[src/design/wpc_map.svh]
// constants for the wiper position serial slave
`ifndef WPC_MAP_SVH
`define WPC_MAP_SVH
`define WPC_POS_W 10
`define WPC_TAPS 1024
`define WPC_NREG 4
`define WPC_ID_TYPE 4'h5
`define WPC_OP_RD_WIPER 4'h9
`define WPC_OP_WR_WIPER 4'ha
`define WPC_OP_RD_STORED 4'hb
`define WPC_OP_WR_STORED 4'hc
`define WPC_OP_XFR_TO_WIPER 4'hd
`define WPC_OP_XFR_TO_STORED 4'he
`define WPC_OP_RD_STATUS 4'h5
`define WPC_NVW_MS 10
`define WPC_CLK_KHZ 20000
`define WPC_NVW_CYCLES (`WPC_NVW_MS * `WPC_CLK_KHZ)
`endif

[src/design/wpc_pkg.sv]
// types for the wiper position serial slave
`default_nettype none
package wpc_pkg;
	typedef logic [9:0] wpc_pos_t;
	typedef enum {WPC_IDLE, WPC_ID, WPC_INSTR, WPC_DATA, WPC_READ, WPC_DONE, WPC_SKIP} wpc_state_e;
	typedef struct packed {
		logic sck;
		logic cs_n;
		logic hold_n;
		logic mosi;
	} wpc_pins_s;
endpackage : wpc_pkg
`default_nettype wire

[src/design/wpc_sync.sv]
// two-flop synchroniser for a group of pins
`default_nettype none
module wpc_sync #(
	parameter int W = 4,
	parameter logic [W-1:0] INIT = '1
) (
	input wire logic clk_sys, // system clock
	input wire logic sys_rst, // synchronous reset
	input wire logic [W-1:0] d, // asynchronous inputs
	output logic [W-1:0] q // synchronised outputs
);
	typedef struct packed {
		logic [W-1:0] s1;
		logic [W-1:0] s2;
	} wpc_sync_s;
	wpc_sync_s st_q, st_d;
	always_comb begin
		st_d.s1 = d;
		st_d.s2 = st_q.s1;
	end
	always_ff @(posedge clk_sys) begin
		if (sys_rst) begin
			st_q <= {INIT, INIT};
		end else begin
			st_q <= st_d;
		end
	end
	assign q = st_q.s2;
endmodule : wpc_sync
`default_nettype wire

[src/design/wpc_tap_decode.sv]
// one-hot decode of the wiper position onto the tap switches
`default_nettype none
module wpc_tap_decode #(
	parameter int PW = 10,
	parameter int TAPS = 1024
) (
	input wire logic clk_sys, // system clock
	input wire logic sys_rst, // synchronous reset
	input wire logic [PW-1:0] pos, // wiper position
	output logic [TAPS-1:0] tap_on // one closed switch
);
	typedef struct packed {
		logic [TAPS-1:0] taps;
	} wpc_dec_s;
	wpc_dec_s st_q, st_d;
	always_comb begin
		st_d.taps = '0;
		st_d.taps[pos] = 1'b1;
	end
	always_ff @(posedge clk_sys) begin
		if (sys_rst) begin
			st_q.taps <= {{(TAPS-1){1'b0}}, 1'b1};
		end else begin
			st_q <= st_d;
		end
	end
	assign tap_on = st_q.taps;
	chk_tap_onehot: assert property (@(posedge clk_sys) disable iff (sys_rst)
		$onehot(tap_on)) else $error("tap select not one-hot");
	chk_tap_follows: assert property (@(posedge clk_sys) disable iff (sys_rst)
		##1 tap_on[$past(pos)]) else $error("tap does not follow position");
endmodule : wpc_tap_decode
`default_nettype wire

[src/design/wpc_top.sv]
// serial slave holding wiper position and four stored positions
`include "wpc_map.svh"
`default_nettype none
module wpc_top #(
	parameter int NVW_CYCLES = `WPC_NVW_CYCLES
) (
	input wire logic clk_sys, // system clock 20 MHz
	input wire logic sys_rst, // synchronous reset, power-up
	input wire logic sck, // serial clock pin
	input wire logic cs_n, // chip select pin
	input wire logic hold_n, // pause pin
	input wire logic wp_n, // write protect pin
	input wire logic mosi, // serial data in
	input wire logic slave_addr_bit0, // address pin
	input wire logic slave_addr_bit1, // address pin
	output logic miso_o, // serial data out
	output logic miso_oe_n, // low while driving
	output logic nv_write_busy, // nv write running
	output logic standby, // deselected and idle
	output logic [`WPC_TAPS-1:0] tap_on // tap switches
);
	import wpc_pkg::*;
	typedef struct packed {
		wpc_state_e st;
		logic armed;
		logic paused;
		logic sck_prev;
		logic cs_prev;
		logic [2:0] bitn;
		logic [7:0] shin;
		logic [3:0] op;
		logic [1:0] sel;
		logic rd;
		logic [7:0] shout;
		logic [1:0] byten;
		logic [9:0] data;
		logic drive;
		logic pend;
		logic [1:0] pend_sel;
		wpc_pos_t pend_val;
		logic busy;
		logic [31:0] cnt;
		logic boot;
		wpc_pos_t wiper;
		wpc_pos_t [`WPC_NREG-1:0] stored;
	} wpc_top_s;
	wpc_top_s s_q, s_d;
	wpc_pins_s pin;
	// sck idles low so the edge detector sees no false edge after reset
	wpc_sync #(.W(4), .INIT(4'b0110)) u_sync (
		.clk_sys(clk_sys),
		.sys_rst(sys_rst),
		.d({sck, cs_n, hold_n, mosi}),
		.q(pin)
	);
	logic wp_s1, wp_s2;
	always_ff @(posedge clk_sys) begin
		if (sys_rst) begin
			wp_s1 <= 1'b1;
			wp_s2 <= 1'b1;
		end else begin
			wp_s1 <= wp_n;
			wp_s2 <= wp_s1;
		end
	end
	logic rise, fall, cs_rise, cs_fall;
	assign rise = pin.sck & ~s_q.sck_prev;
	assign fall = ~pin.sck & s_q.sck_prev;
	assign cs_rise = pin.cs_n & ~s_q.cs_prev;
	assign cs_fall = ~pin.cs_n & s_q.cs_prev;
	logic [7:0] byte_in;
	assign byte_in = {s_q.shin[6:0], pin.mosi};
	always_comb begin
		s_d = s_q;
		s_d.sck_prev = pin.sck;
		s_d.cs_prev = pin.cs_n;
		if (s_q.boot) begin
			s_d.wiper = s_q.stored[0];
			s_d.boot = 1'b0;
		end
		if (s_q.busy) begin
			if (s_q.cnt == 32'(NVW_CYCLES - 1)) begin
				s_d.busy = 1'b0;
				s_d.stored[s_q.pend_sel] = s_q.pend_val;
			end else begin
				s_d.cnt = s_q.cnt + 32'd1;
			end
		end
		// first select fall arms the port
		if (cs_fall) begin
			s_d.armed = 1'b1;
		end
		// pause only taken while clock low
		if (!pin.sck && !pin.cs_n) begin
			s_d.paused = ~pin.hold_n;
		end
		if (pin.cs_n) begin
			s_d.drive = 1'b0;
			s_d.paused = 1'b0;
			s_d.st = WPC_IDLE;
			// nv save begins at select rise
			if (cs_rise && s_q.pend && s_q.st == WPC_DONE && wp_s2 && !s_q.busy) begin
				s_d.busy = 1'b1;
				s_d.cnt = '0;
			end
			s_d.pend = 1'b0;
		end else if (cs_fall && s_q.armed | cs_fall) begin
			s_d.st = WPC_ID;
			s_d.bitn = '0;
			s_d.byten = '0;
			s_d.pend = 1'b0;
		end else if (!s_q.paused) begin
			if (rise && s_q.st != WPC_IDLE && s_q.st != WPC_SKIP && s_q.st != WPC_DONE) begin
				s_d.shin = byte_in;
				s_d.bitn = s_q.bitn + 3'd1;
				if (s_q.bitn == 3'd7) begin
					unique case (s_q.st)
						WPC_ID: begin
							if (byte_in[7:4] == `WPC_ID_TYPE &&
								byte_in[2:1] == {slave_addr_bit1, slave_addr_bit0}) begin
								s_d.st = WPC_INSTR;
								s_d.rd = byte_in[0];
							end else begin
								s_d.st = WPC_SKIP;
							end
						end
						WPC_INSTR: begin
							// opcode and register select
							// opcode is {instruction bits, read flag}
							s_d.op = {byte_in[7:5], s_q.rd};
							s_d.sel = byte_in[3:2];
							s_d.byten = '0;
							unique case ({byte_in[7:5], s_q.rd})
								`WPC_OP_XFR_TO_WIPER: begin
									if (!s_q.busy) begin
										s_d.wiper = s_q.stored[byte_in[3:2]];
									end
									s_d.st = WPC_DONE;
								end
								`WPC_OP_XFR_TO_STORED: begin
									s_d.pend = 1'b1;
									s_d.pend_sel = byte_in[3:2];
									s_d.pend_val = s_q.wiper;
									s_d.st = WPC_DONE;
								end
								`WPC_OP_RD_WIPER: begin
									s_d.shout = {6'h0, s_q.wiper[9:8]};
									s_d.st = WPC_READ;
								end
								`WPC_OP_RD_STORED: begin
									s_d.shout = {6'h0, s_q.stored[byte_in[3:2]][9:8]};
									s_d.st = WPC_READ;
								end
								`WPC_OP_RD_STATUS: begin
									s_d.shout = {7'h0, s_q.busy};
									s_d.st = WPC_READ;
								end
								`WPC_OP_WR_WIPER, `WPC_OP_WR_STORED: begin
									s_d.st = WPC_DATA;
								end
								default: begin
									s_d.st = WPC_SKIP;
								end
							endcase
						end
						WPC_DATA: begin
							s_d.byten = s_q.byten + 2'd1;
							if (s_q.byten == 2'd0) begin
								s_d.data = {byte_in[1:0], 8'h0};
							end else begin
								s_d.st = WPC_DONE;
								if (s_q.op == `WPC_OP_WR_WIPER) begin
									s_d.wiper = {s_q.data[9:8], byte_in};
								end else begin
									// stored write waits for select rise
									s_d.pend = 1'b1;
									s_d.pend_sel = s_q.sel;
									s_d.pend_val = {s_q.data[9:8], byte_in};
								end
							end
						end
						WPC_READ: begin
							s_d.byten = s_q.byten + 2'd1;
						end
						default: begin
							s_d.st = WPC_SKIP;
						end
					endcase
				end
			end
			if (fall && s_q.st == WPC_READ) begin
				s_d.drive = (s_q.byten != 2'd2);
				if (s_q.bitn == 3'd0 && s_q.drive) begin
					s_d.shout = (s_q.op == `WPC_OP_RD_WIPER) ? s_q.wiper[7:0] :
						(s_q.op == `WPC_OP_RD_STORED) ? s_q.stored[s_q.sel][7:0] : 8'h0;
				end else if (s_q.drive) begin
					s_d.shout = {s_q.shout[6:0], 1'b0};
				end
			end
		end
		// the arming fall itself starts the first frame
		if (!s_d.armed) begin
			s_d.st = WPC_IDLE;
		end
	end
	always_ff @(posedge clk_sys) begin
		if (sys_rst) begin
			s_q <= '0;
			s_q.st <= WPC_IDLE;
			s_q.sck_prev <= 1'b0;
			s_q.cs_prev <= 1'b1;
			s_q.boot <= 1'b1;
		end else begin
			s_q <= s_d;
		end
	end
	wpc_tap_decode #(.PW(`WPC_POS_W), .TAPS(`WPC_TAPS)) u_dec (
		.clk_sys(clk_sys),
		.sys_rst(sys_rst),
		.pos(s_q.wiper),
		.tap_on(tap_on)
	);
	assign miso_o = s_q.shout[7];
	assign miso_oe_n = ~(s_q.drive & ~pin.cs_n);
	assign nv_write_busy = s_q.busy;
	assign standby = pin.cs_n & ~s_q.busy;
	chk_out_release: assert property (@(posedge clk_sys) disable iff (sys_rst)
		pin.cs_n |-> miso_oe_n) else $error("output driven while deselected");
	chk_nv_protect: assert property (@(posedge clk_sys) disable iff (sys_rst)
		(cs_rise && !wp_s2 && !s_q.busy) |=> !nv_write_busy) else $error("write not blocked");
	chk_nv_finish: assert property (@(posedge clk_sys) disable iff (sys_rst)
		$fell(nv_write_busy) |-> $past(s_q.cnt) == 32'(NVW_CYCLES - 1))
		else $error("nv write length wrong");
	chk_nv_start: assert property (@(posedge clk_sys) disable iff (sys_rst)
		$rose(nv_write_busy) |-> $past(cs_rise)) else $error("save began without select rise");
	chk_pause_keep: assert property (@(posedge clk_sys) disable iff (sys_rst)
		(s_q.paused && !pin.cs_n && !cs_fall) |=> $stable(s_q.bitn))
		else $error("state moved while paused");
	chk_unarmed_idle: assert property (@(posedge clk_sys) disable iff (sys_rst)
		!s_q.armed |-> s_q.st == WPC_IDLE) else $error("active before first select");
	chk_busy_wiper: assert property (@(posedge clk_sys) disable iff (sys_rst)
		(s_q.busy && s_q.st != WPC_DATA && !s_q.boot) |=> $stable(s_q.wiper))
		else $error("wiper moved during nv write");
	chk_power_recall: assert property (@(posedge clk_sys) disable iff (sys_rst)
		s_q.boot |=> s_q.wiper == $past(s_q.stored[0])) else $error("no power-up recall");
endmodule : wpc_top
`default_nettype wire

[config.mk]
export PLATFORM = sky130hd
export DESIGN_NAME = wpc_top
export DESIGN_NICKNAME = d
export VERILOG_FILES = /design/src/design/wpc_pkg.sv /design/src/design/wpc_sync.sv /design/src/design/wpc_tap_decode.sv /design/src/design/wpc_top.sv
export VERILOG_INCLUDE_DIRS = /design/src /design/src/design
export SDC_FILE = /design/constraint.sdc
export NUM_CORES = 1
export LEC_CHECK = 0
export BUFFER_PORTS_ARGS = -buffer_cell sky130_fd_sc_hd__buf_2
export CELL_PAD_IN_SITES_DETAIL_PLACEMENT = 1
export CELL_PAD_IN_SITES_GLOBAL_PLACEMENT = 2
export CORE_AREA = 2 2 404 406
export DETAILED_ROUTE_END_ITERATION = 10
export DIE_AREA = 0 0 406 408
export GPL_TIMING_DRIVEN = 0
export PLACE_DENSITY_LB_ADDON = 0.1
export SETUP_SLACK_MARGIN = 0.2
export SLEW_MARGIN = 20
export SYNTH_ARGS = -nofsm -noshare
export SYNTH_HDL_FRONTEND = slang
export SYNTH_SLANG_ARGS = --single-unit
[constraint.sdc]
create_clock -name clk_sys -period 5.7 [get_ports clk_sys]
set_input_delay 0.57 -clock clk_sys [delete_from_list [all_inputs] [get_ports clk_sys]]
set_output_delay 0.57 -clock clk_sys [all_outputs]
set_load 0.005 [all_outputs]
Word-level counts from Yosys, hierarchy flattened
Cells that the tools add are included.
{"block": "classes", "n_addsub": 3, "magnitude_cmp": 6, "eq_ne": 29, "muxes": 59, "n_bitwise": 18, "reduce_logical": 45}
{"op": "10-bit 2-to-1 mux", "n": 14}
{"op": "32-bit case mux with 4 select lines", "n": 1}
{"op": "33-bit 2-to-1 mux", "n": 3}
{"op": "13-bit 2-to-1 mux", "n": 5}
{"op": "32-bit by 2-bit == test with 1-bit output (second input constant)", "n": 2}
{"op": "32-bit by 4-bit == test with 1-bit output (second input constant)", "n": 2}
{"op": "32-bit 2-to-1 mux", "n": 2}
{"op": "32-bit by 4-bit inequality test with 1-bit output (second input constant)", "n": 2}
{"op": "8-bit 2-to-1 mux", "n": 7}
{"op": "52-bit 2-to-1 mux", "n": 1}
{"op": "10-bit binary-select mux with 2-bit select", "n": 2}
{"op": "40-bit bitwise mux", "n": 1}
{"op": "38-bit 2-to-1 mux", "n": 1}
{"op": "4-bit == test (second input constant)", "n": 9}
{"op": "32-bit by 1-bit adder with 32-bit output (second input constant)", "n": 1}
{"op": "32-bit by 1-bit == test with 1-bit output (second input constant)", "n": 1}
{"op": "32-bit by 18-bit == test with 1-bit output (second input constant)", "n": 1}
{"op": "32-bit by 3-bit == test with 1-bit output (second input constant)", "n": 1}
{"op": "32-bit nonzero test", "n": 1}
{"op": "27-bit 2-to-1 mux", "n": 1}
{"op": "13-bit case mux with 2 select lines", "n": 1}
{"op": "8-bit case mux with 3 select lines", "n": 1}
{"op": "7-bit AND reduction", "n": 3}
{"op": "10-bit demux with 2-bit select", "n": 1}
{"op": "other kinds (38)", "n": 96}
{"block": "totals", "reg_bits": 1198, "inputBits": 9, "word_cells": 191}

Logic depth before layout (Yosys ltp)
{"block": "depth", "ltp_word": 11, "mapped_depth": 8, "ltp_nobuf": 7}

By module
A second synthesis with hierarchy kept.
{"block": "unflattened", "hier_cells": 3313, "hier_area_um2": 36470.0}
{"mod": "wpc_tap_decode", "n_inst": 1, "cells_per_inst": 2524, "area_each_um2": 29115.4}
{"mod": "wpc_top", "n_inst": 1, "cells_per_inst": 773, "area_each_um2": 7144.4}
{"mod": "wpc_sync", "n_inst": 1, "cells_per_inst": 16, "area_each_um2": 210.2}

Worst setup path after synthesis
OpenSTA, ideal clock, no wires.
{"block": "synth_path", "path_kind": "reg2reg", "start": "reg s_q[51] in the netlist's numbering", "end": "reg s_q[57] in the netlist's numbering", "setup_time_ns": 0.070, "arrival_time_ns": 1.769, "t_required_ns": 5.630, "setup_slack_ns": 3.860, "path_stages_with_launch": 9, "n_path_buf": 2, "path_cell_list": "dfxtp_1 -> ha_1 -> and3_4 -> and4_1 -> buf_6 -> a31o_4 -> buf_6 -> or3_1 -> a21oi_1"}
{"block": "synth_via", "elab_chain_len": 5}
{"item": "start, declared", "line_no": "wpc_top.sv:47", "rtl": "wpc_top_s s_q, s_d;"}
{"item": "32-bit by 1-bit adder with 32-bit output / 32-bit by 18-bit == test with 1-bit output (equally long branches)", "line_no": "wpc_top.sv:86, wpc_top.sv:82"}
{"item": "32-bit 2-to-1 mux *", "line_no": "wpc_top.sv:82", "rtl": "if (s_q.cnt == 32'(NVW_CYCLES - 1)) begin"}
{"item": "33-bit 2-to-1 mux *", "line_no": "wpc_top.sv:81", "rtl": "if (s_q.busy) begin"}
{"item": "33-bit 2-to-1 mux", "line_no": "wpc_top.sv:102", "rtl": "if (cs_rise && s_q.pend && s_q.st == WPC_DONE && wp_s2 && !s_q.busy) begin"}
{"item": "33-bit 2-to-1 mux *", "line_no": "wpc_top.sv:97", "rtl": "if (pin.cs_n) begin"}
Mark *: on every way between the ends. The rest lies on a longest branch, timed or not.
A chain may end at the register's enable or synchronous reset.

Final worst setup path
{"block": "layout_path", "start": "reg s_q[46] in the netlist's numbering", "end": "reg u_dec.st_q, in the netlist u_dec.tap_on[478]"}
{"block": "layout_via", "elab_chain_len": 4}
{"item": "10-bit by 11-bit < comparator with 1-bit output (implied by the code) / 10-bit by 1-bit greater-or-equal comparator with 1-bit output (equally long branches)", "line_no": "wpc_tap_decode.sv:18", "rtl": "st_d.taps[pos] = 1'b1;"}
{"item": "1-bit logical AND (implied by the code)", "line_no": "wpc_tap_decode.sv:18"}
{"item": "1-bit 2-to-1 mux (implied by the code)", "line_no": "wpc_tap_decode.sv:18"}
{"item": "1-bit demux with 10-bit select *"}
{"item": "end signal, assigned", "line_no": "wpc_tap_decode.sv:24", "rtl": "st_q <= st_d;"}
{"item": "end, declared", "line_no": "wpc_tap_decode.sv:15", "rtl": "wpc_dec_s st_q, st_d;"}
Marks and branches as above.

==> results.ini <==
[status]
outcome=complete, no violations

[hold_path]
hold_depth=1
hold_path.class=register to register

[layout]
syn2layout_area_growth_pct=38.4
drive_gt1_share_pct=30.3
final_common_cell=dfxtp_1
layout_common_cells=dfxtp_1 (1168), nor2_1 (1152), buf_2 (1051), clkbuf_1 (256), clkbuf_16 (143)
layout.nets=4343
fin_util_pct=28.3

[timing]
max_freq_mhz=318
hold_violations=0
slew_viol_final=0
worst_pin_slew_ns=1.13
relSlewSlack_pct=24.1
rsz0062_at_grt=false
fin_crit_sh_pct=55.2
finalSetupViolCount=0
finalSetupTns_ns=0
fin_worst_skew_ns=0.0412
min_period_ns=3.14

[synthesis]
synth_edf_count=0
syn_avg_cell_area_um2=10.5
yosys_register_bits=1168
synthArstFlopShare_pct=0
ys.warnings.count=0
ys_seq_area_share_pct=70.9
synthCells=3142
syn_area_mm2=0.0330
synth_flop_cell=dfxtp_1
ys_types=75
syn-num-nets=3157

[global_route]
grtUsageTotal_pct=21.1
grt_pass1_vias=27156
grt_max_degree=17
use_met2_pct=37.5
antenna_found_initial=10
busiest_layer=met2
overflow=0
grt_pass1_wl_mm=240
met3_usage_pct=7.36
grtUsageMet1_pct=24.0

[run]
maxCapViolCount=0

[power]
power_uw=17400
ir_drop_uv=279
clkPwrFrac_pct=52.5
combPwrFrac_pct=0.4
switching_share_pct=22.3
p_sw_uw=3870
power.density_mw_per_mm2=380
intPower_uw=13500
power_frac_seq_pct=47.1
p_leak_uw=0.0199

[routing]
drtIter0Drc=1172
totalWireLength_mm=179
dr_total_vias=26550
wl_per_cell_um=27.1
drcViolationCount=0
vias_per_cell=4.02
antenna_left=0
drtPass1Iterations=4

[clocking]
postCtsSetupBuffers=0
cts-root-buf=clkbuf_16
clk_pin_slew_ns=0.06
clockBufferDepth=3
cts_tree=done
cts_max_level=4
cts_sinks=1168
insertion_delay_ns=0.78
cts_made_buffers=142

[die]
placementRows=148
die-area_mm2=0.166
start_util_pct=20.4
io_pins=1037
die_h_um=408
die_w_um=406
design.core.area_mm2=0.162

[setup_path]
critPathArrivalTime_ns=3.86
crit_path_end_kind=register
path_buf_inv=2
crit_slowest_cell=nor3b_1
start_kind=register
crit_type=register to register
cp.required_ns=6.42
slowest_delay_ns=0.87
crit_path_frequent_cell=clkbuf_1
crit_path_cell_trace=clkbuf_1 > nor3b_1 > nand2_1 > clkbuf_1 > nor2_1
critPathTopFamily=simple AND/OR/NAND/NOR gates
cp.depth=5
path_max_fanout=10
reg2reg_depth=5

[placed_design]
io_buffers=1036
place.gp.congestion=0.802
hpwl_mm=138

registers in the layout, summed over array words and instances, names as in the netlist:
name / flops
byte_in: 7
miso_o: 1
wp_s1: 1
wp_s2: 1
u_sync.q: 4
s_q: 125
u_sync.st_d: 4
u_dec.tap_on: 1024
nv_write_busy: 1
worst paths after layout:
check           from           endpoint  slack (ns)
max          s_q[46]  u_dec.tap_on[478]        2.56
min            wp_s1              wp_s2        0.41
max reg2reg  s_q[46]  u_dec.tap_on[478]        2.56
min reg2reg    wp_s1              wp_s2        0.41
worst register-to-register path, stage by stage (launching register included):
cell      delay [ns]
dfxtp_1         0.32
clkbuf_1        0.52
nor3b_1         0.87
nand2_1         0.66
clkbuf_1        0.52
nor2_1          0.21
Yosys cell counts (9+ instances only):
cell type / number / share of area, %
nor2_1: 1153 / 13
clkbuf_1: 222 / 2.5
a21oi_1: 25 / 0.38
o21ai_0: 22 / 0.33
buf_1: 12 / 0.14
nor3b_1: 11 / 0.25
nand2_1: 115 / 1.3
nand4_1: 16 / 0.30
dfxtp_1: 1168 / 71
or3_1: 13 / 0.25
nor3_1: 10 / 0.15
and3b_1: 9 / 0.24
mux2_2: 10 / 0.34
buf_2: 15 / 0.23
a22o_1: 9 / 0.24
nand3_1: 13 / 0.20
and3_1: 13 / 0.25
inv_1: 18 / 0.20
mux4_2: 18 / 1.2
nor2b_1: 15 / 0.28
xor2_1: 11 / 0.29
mux2i_1: 71 / 2.2
nand2b_1: 11 / 0.21
metal layers:
layer | up-vias | routed length [um] | share of wire [%]
li1 | 12287 | - | -
met1 | 13269 | 71300 | 40
met2 | 813 | 89900 | 50
met3 | 177 | 14000 | 7.8
met4 | 4 | 3680 | 2.1
met5 | - | 20 | 0.011
power groups by stage:
stage / Sequential (uW) / Clock [uW] / Combinational [uW]
5_1_grt: 8170 / 9720 / 72.8
2_1_floorplan: 8350 / 0 / 33.6
3_5_place_dp: 8350 / 0 / 65.4
6_report: 8180 / 9120 / 66.1
4_1_cts: 8170 / 9410 / 68.9
3_3_place_gp: 8350 / 0 / 65.2
layout make-up:
| class | instances | area (um^2) |
|---|---|---|
| Fill cell | 18579 | 116000 |
| Timing Repair Buffer | 1042 | 5250 |
| Inverter | 18 | 67.6 |
| Buffer | 260 | 1060 |
| Clock inverter | 51 | 712 |
| Multi-Input combinational cell | 1696 | 8510 |
| Tap cell | 2175 | 2720 |
| Clock buffer | 200 | 3980 |
| Sequential cell | 1168 | 23400 |
| Antenna cell | 2 | 5.00 |
what timing repair did:
action | 4_1_cts | 5_1_grt
hold buffers | 6 | 0
endpoints found under the hold margin | 6 | 0
resized for setup | 0 | 0
stage by stage:
| step | setup slack [ns] | hold WS [ns] | instances | cell area [um^2] |
|---|---|---|---|---|
| after floorplan | 3.86 | 0.389 | 3142 | 33000 |
| after global placement | 2.21 | 0.396 | 6353 | 40900 |
| after detailed placement | 2.29 | 0.397 | 6353 | 40900 |
| after CTS | 2.56 | 0.383 | 6610 | 45700 |
| after global routing | 2.40 | 0.430 | 6610 | 45700 |
| final | 2.56 | 0.408 | 6612 | 45700 |
cell families (layout without fill, tap and decap cells):
logic type | Yosys count | in the layout | synth area share, %
AOI/OAI and AO/OA | 131 | 131 | 3.00
xor gates and xnor gates | 20 | 20 | 0.554
adders and majority gates | 6 | 6 | 0.227
buffers and inverters | 278 | 1571 | 3.39
DFF | 1168 | 1168 | 70.9
muxes | 99 | 99 | 3.72
other | 0 | 2 | 0
and+or+nand+nor | 1440 | 1440 | 18.2
Power figures use the tool's default switching activity.
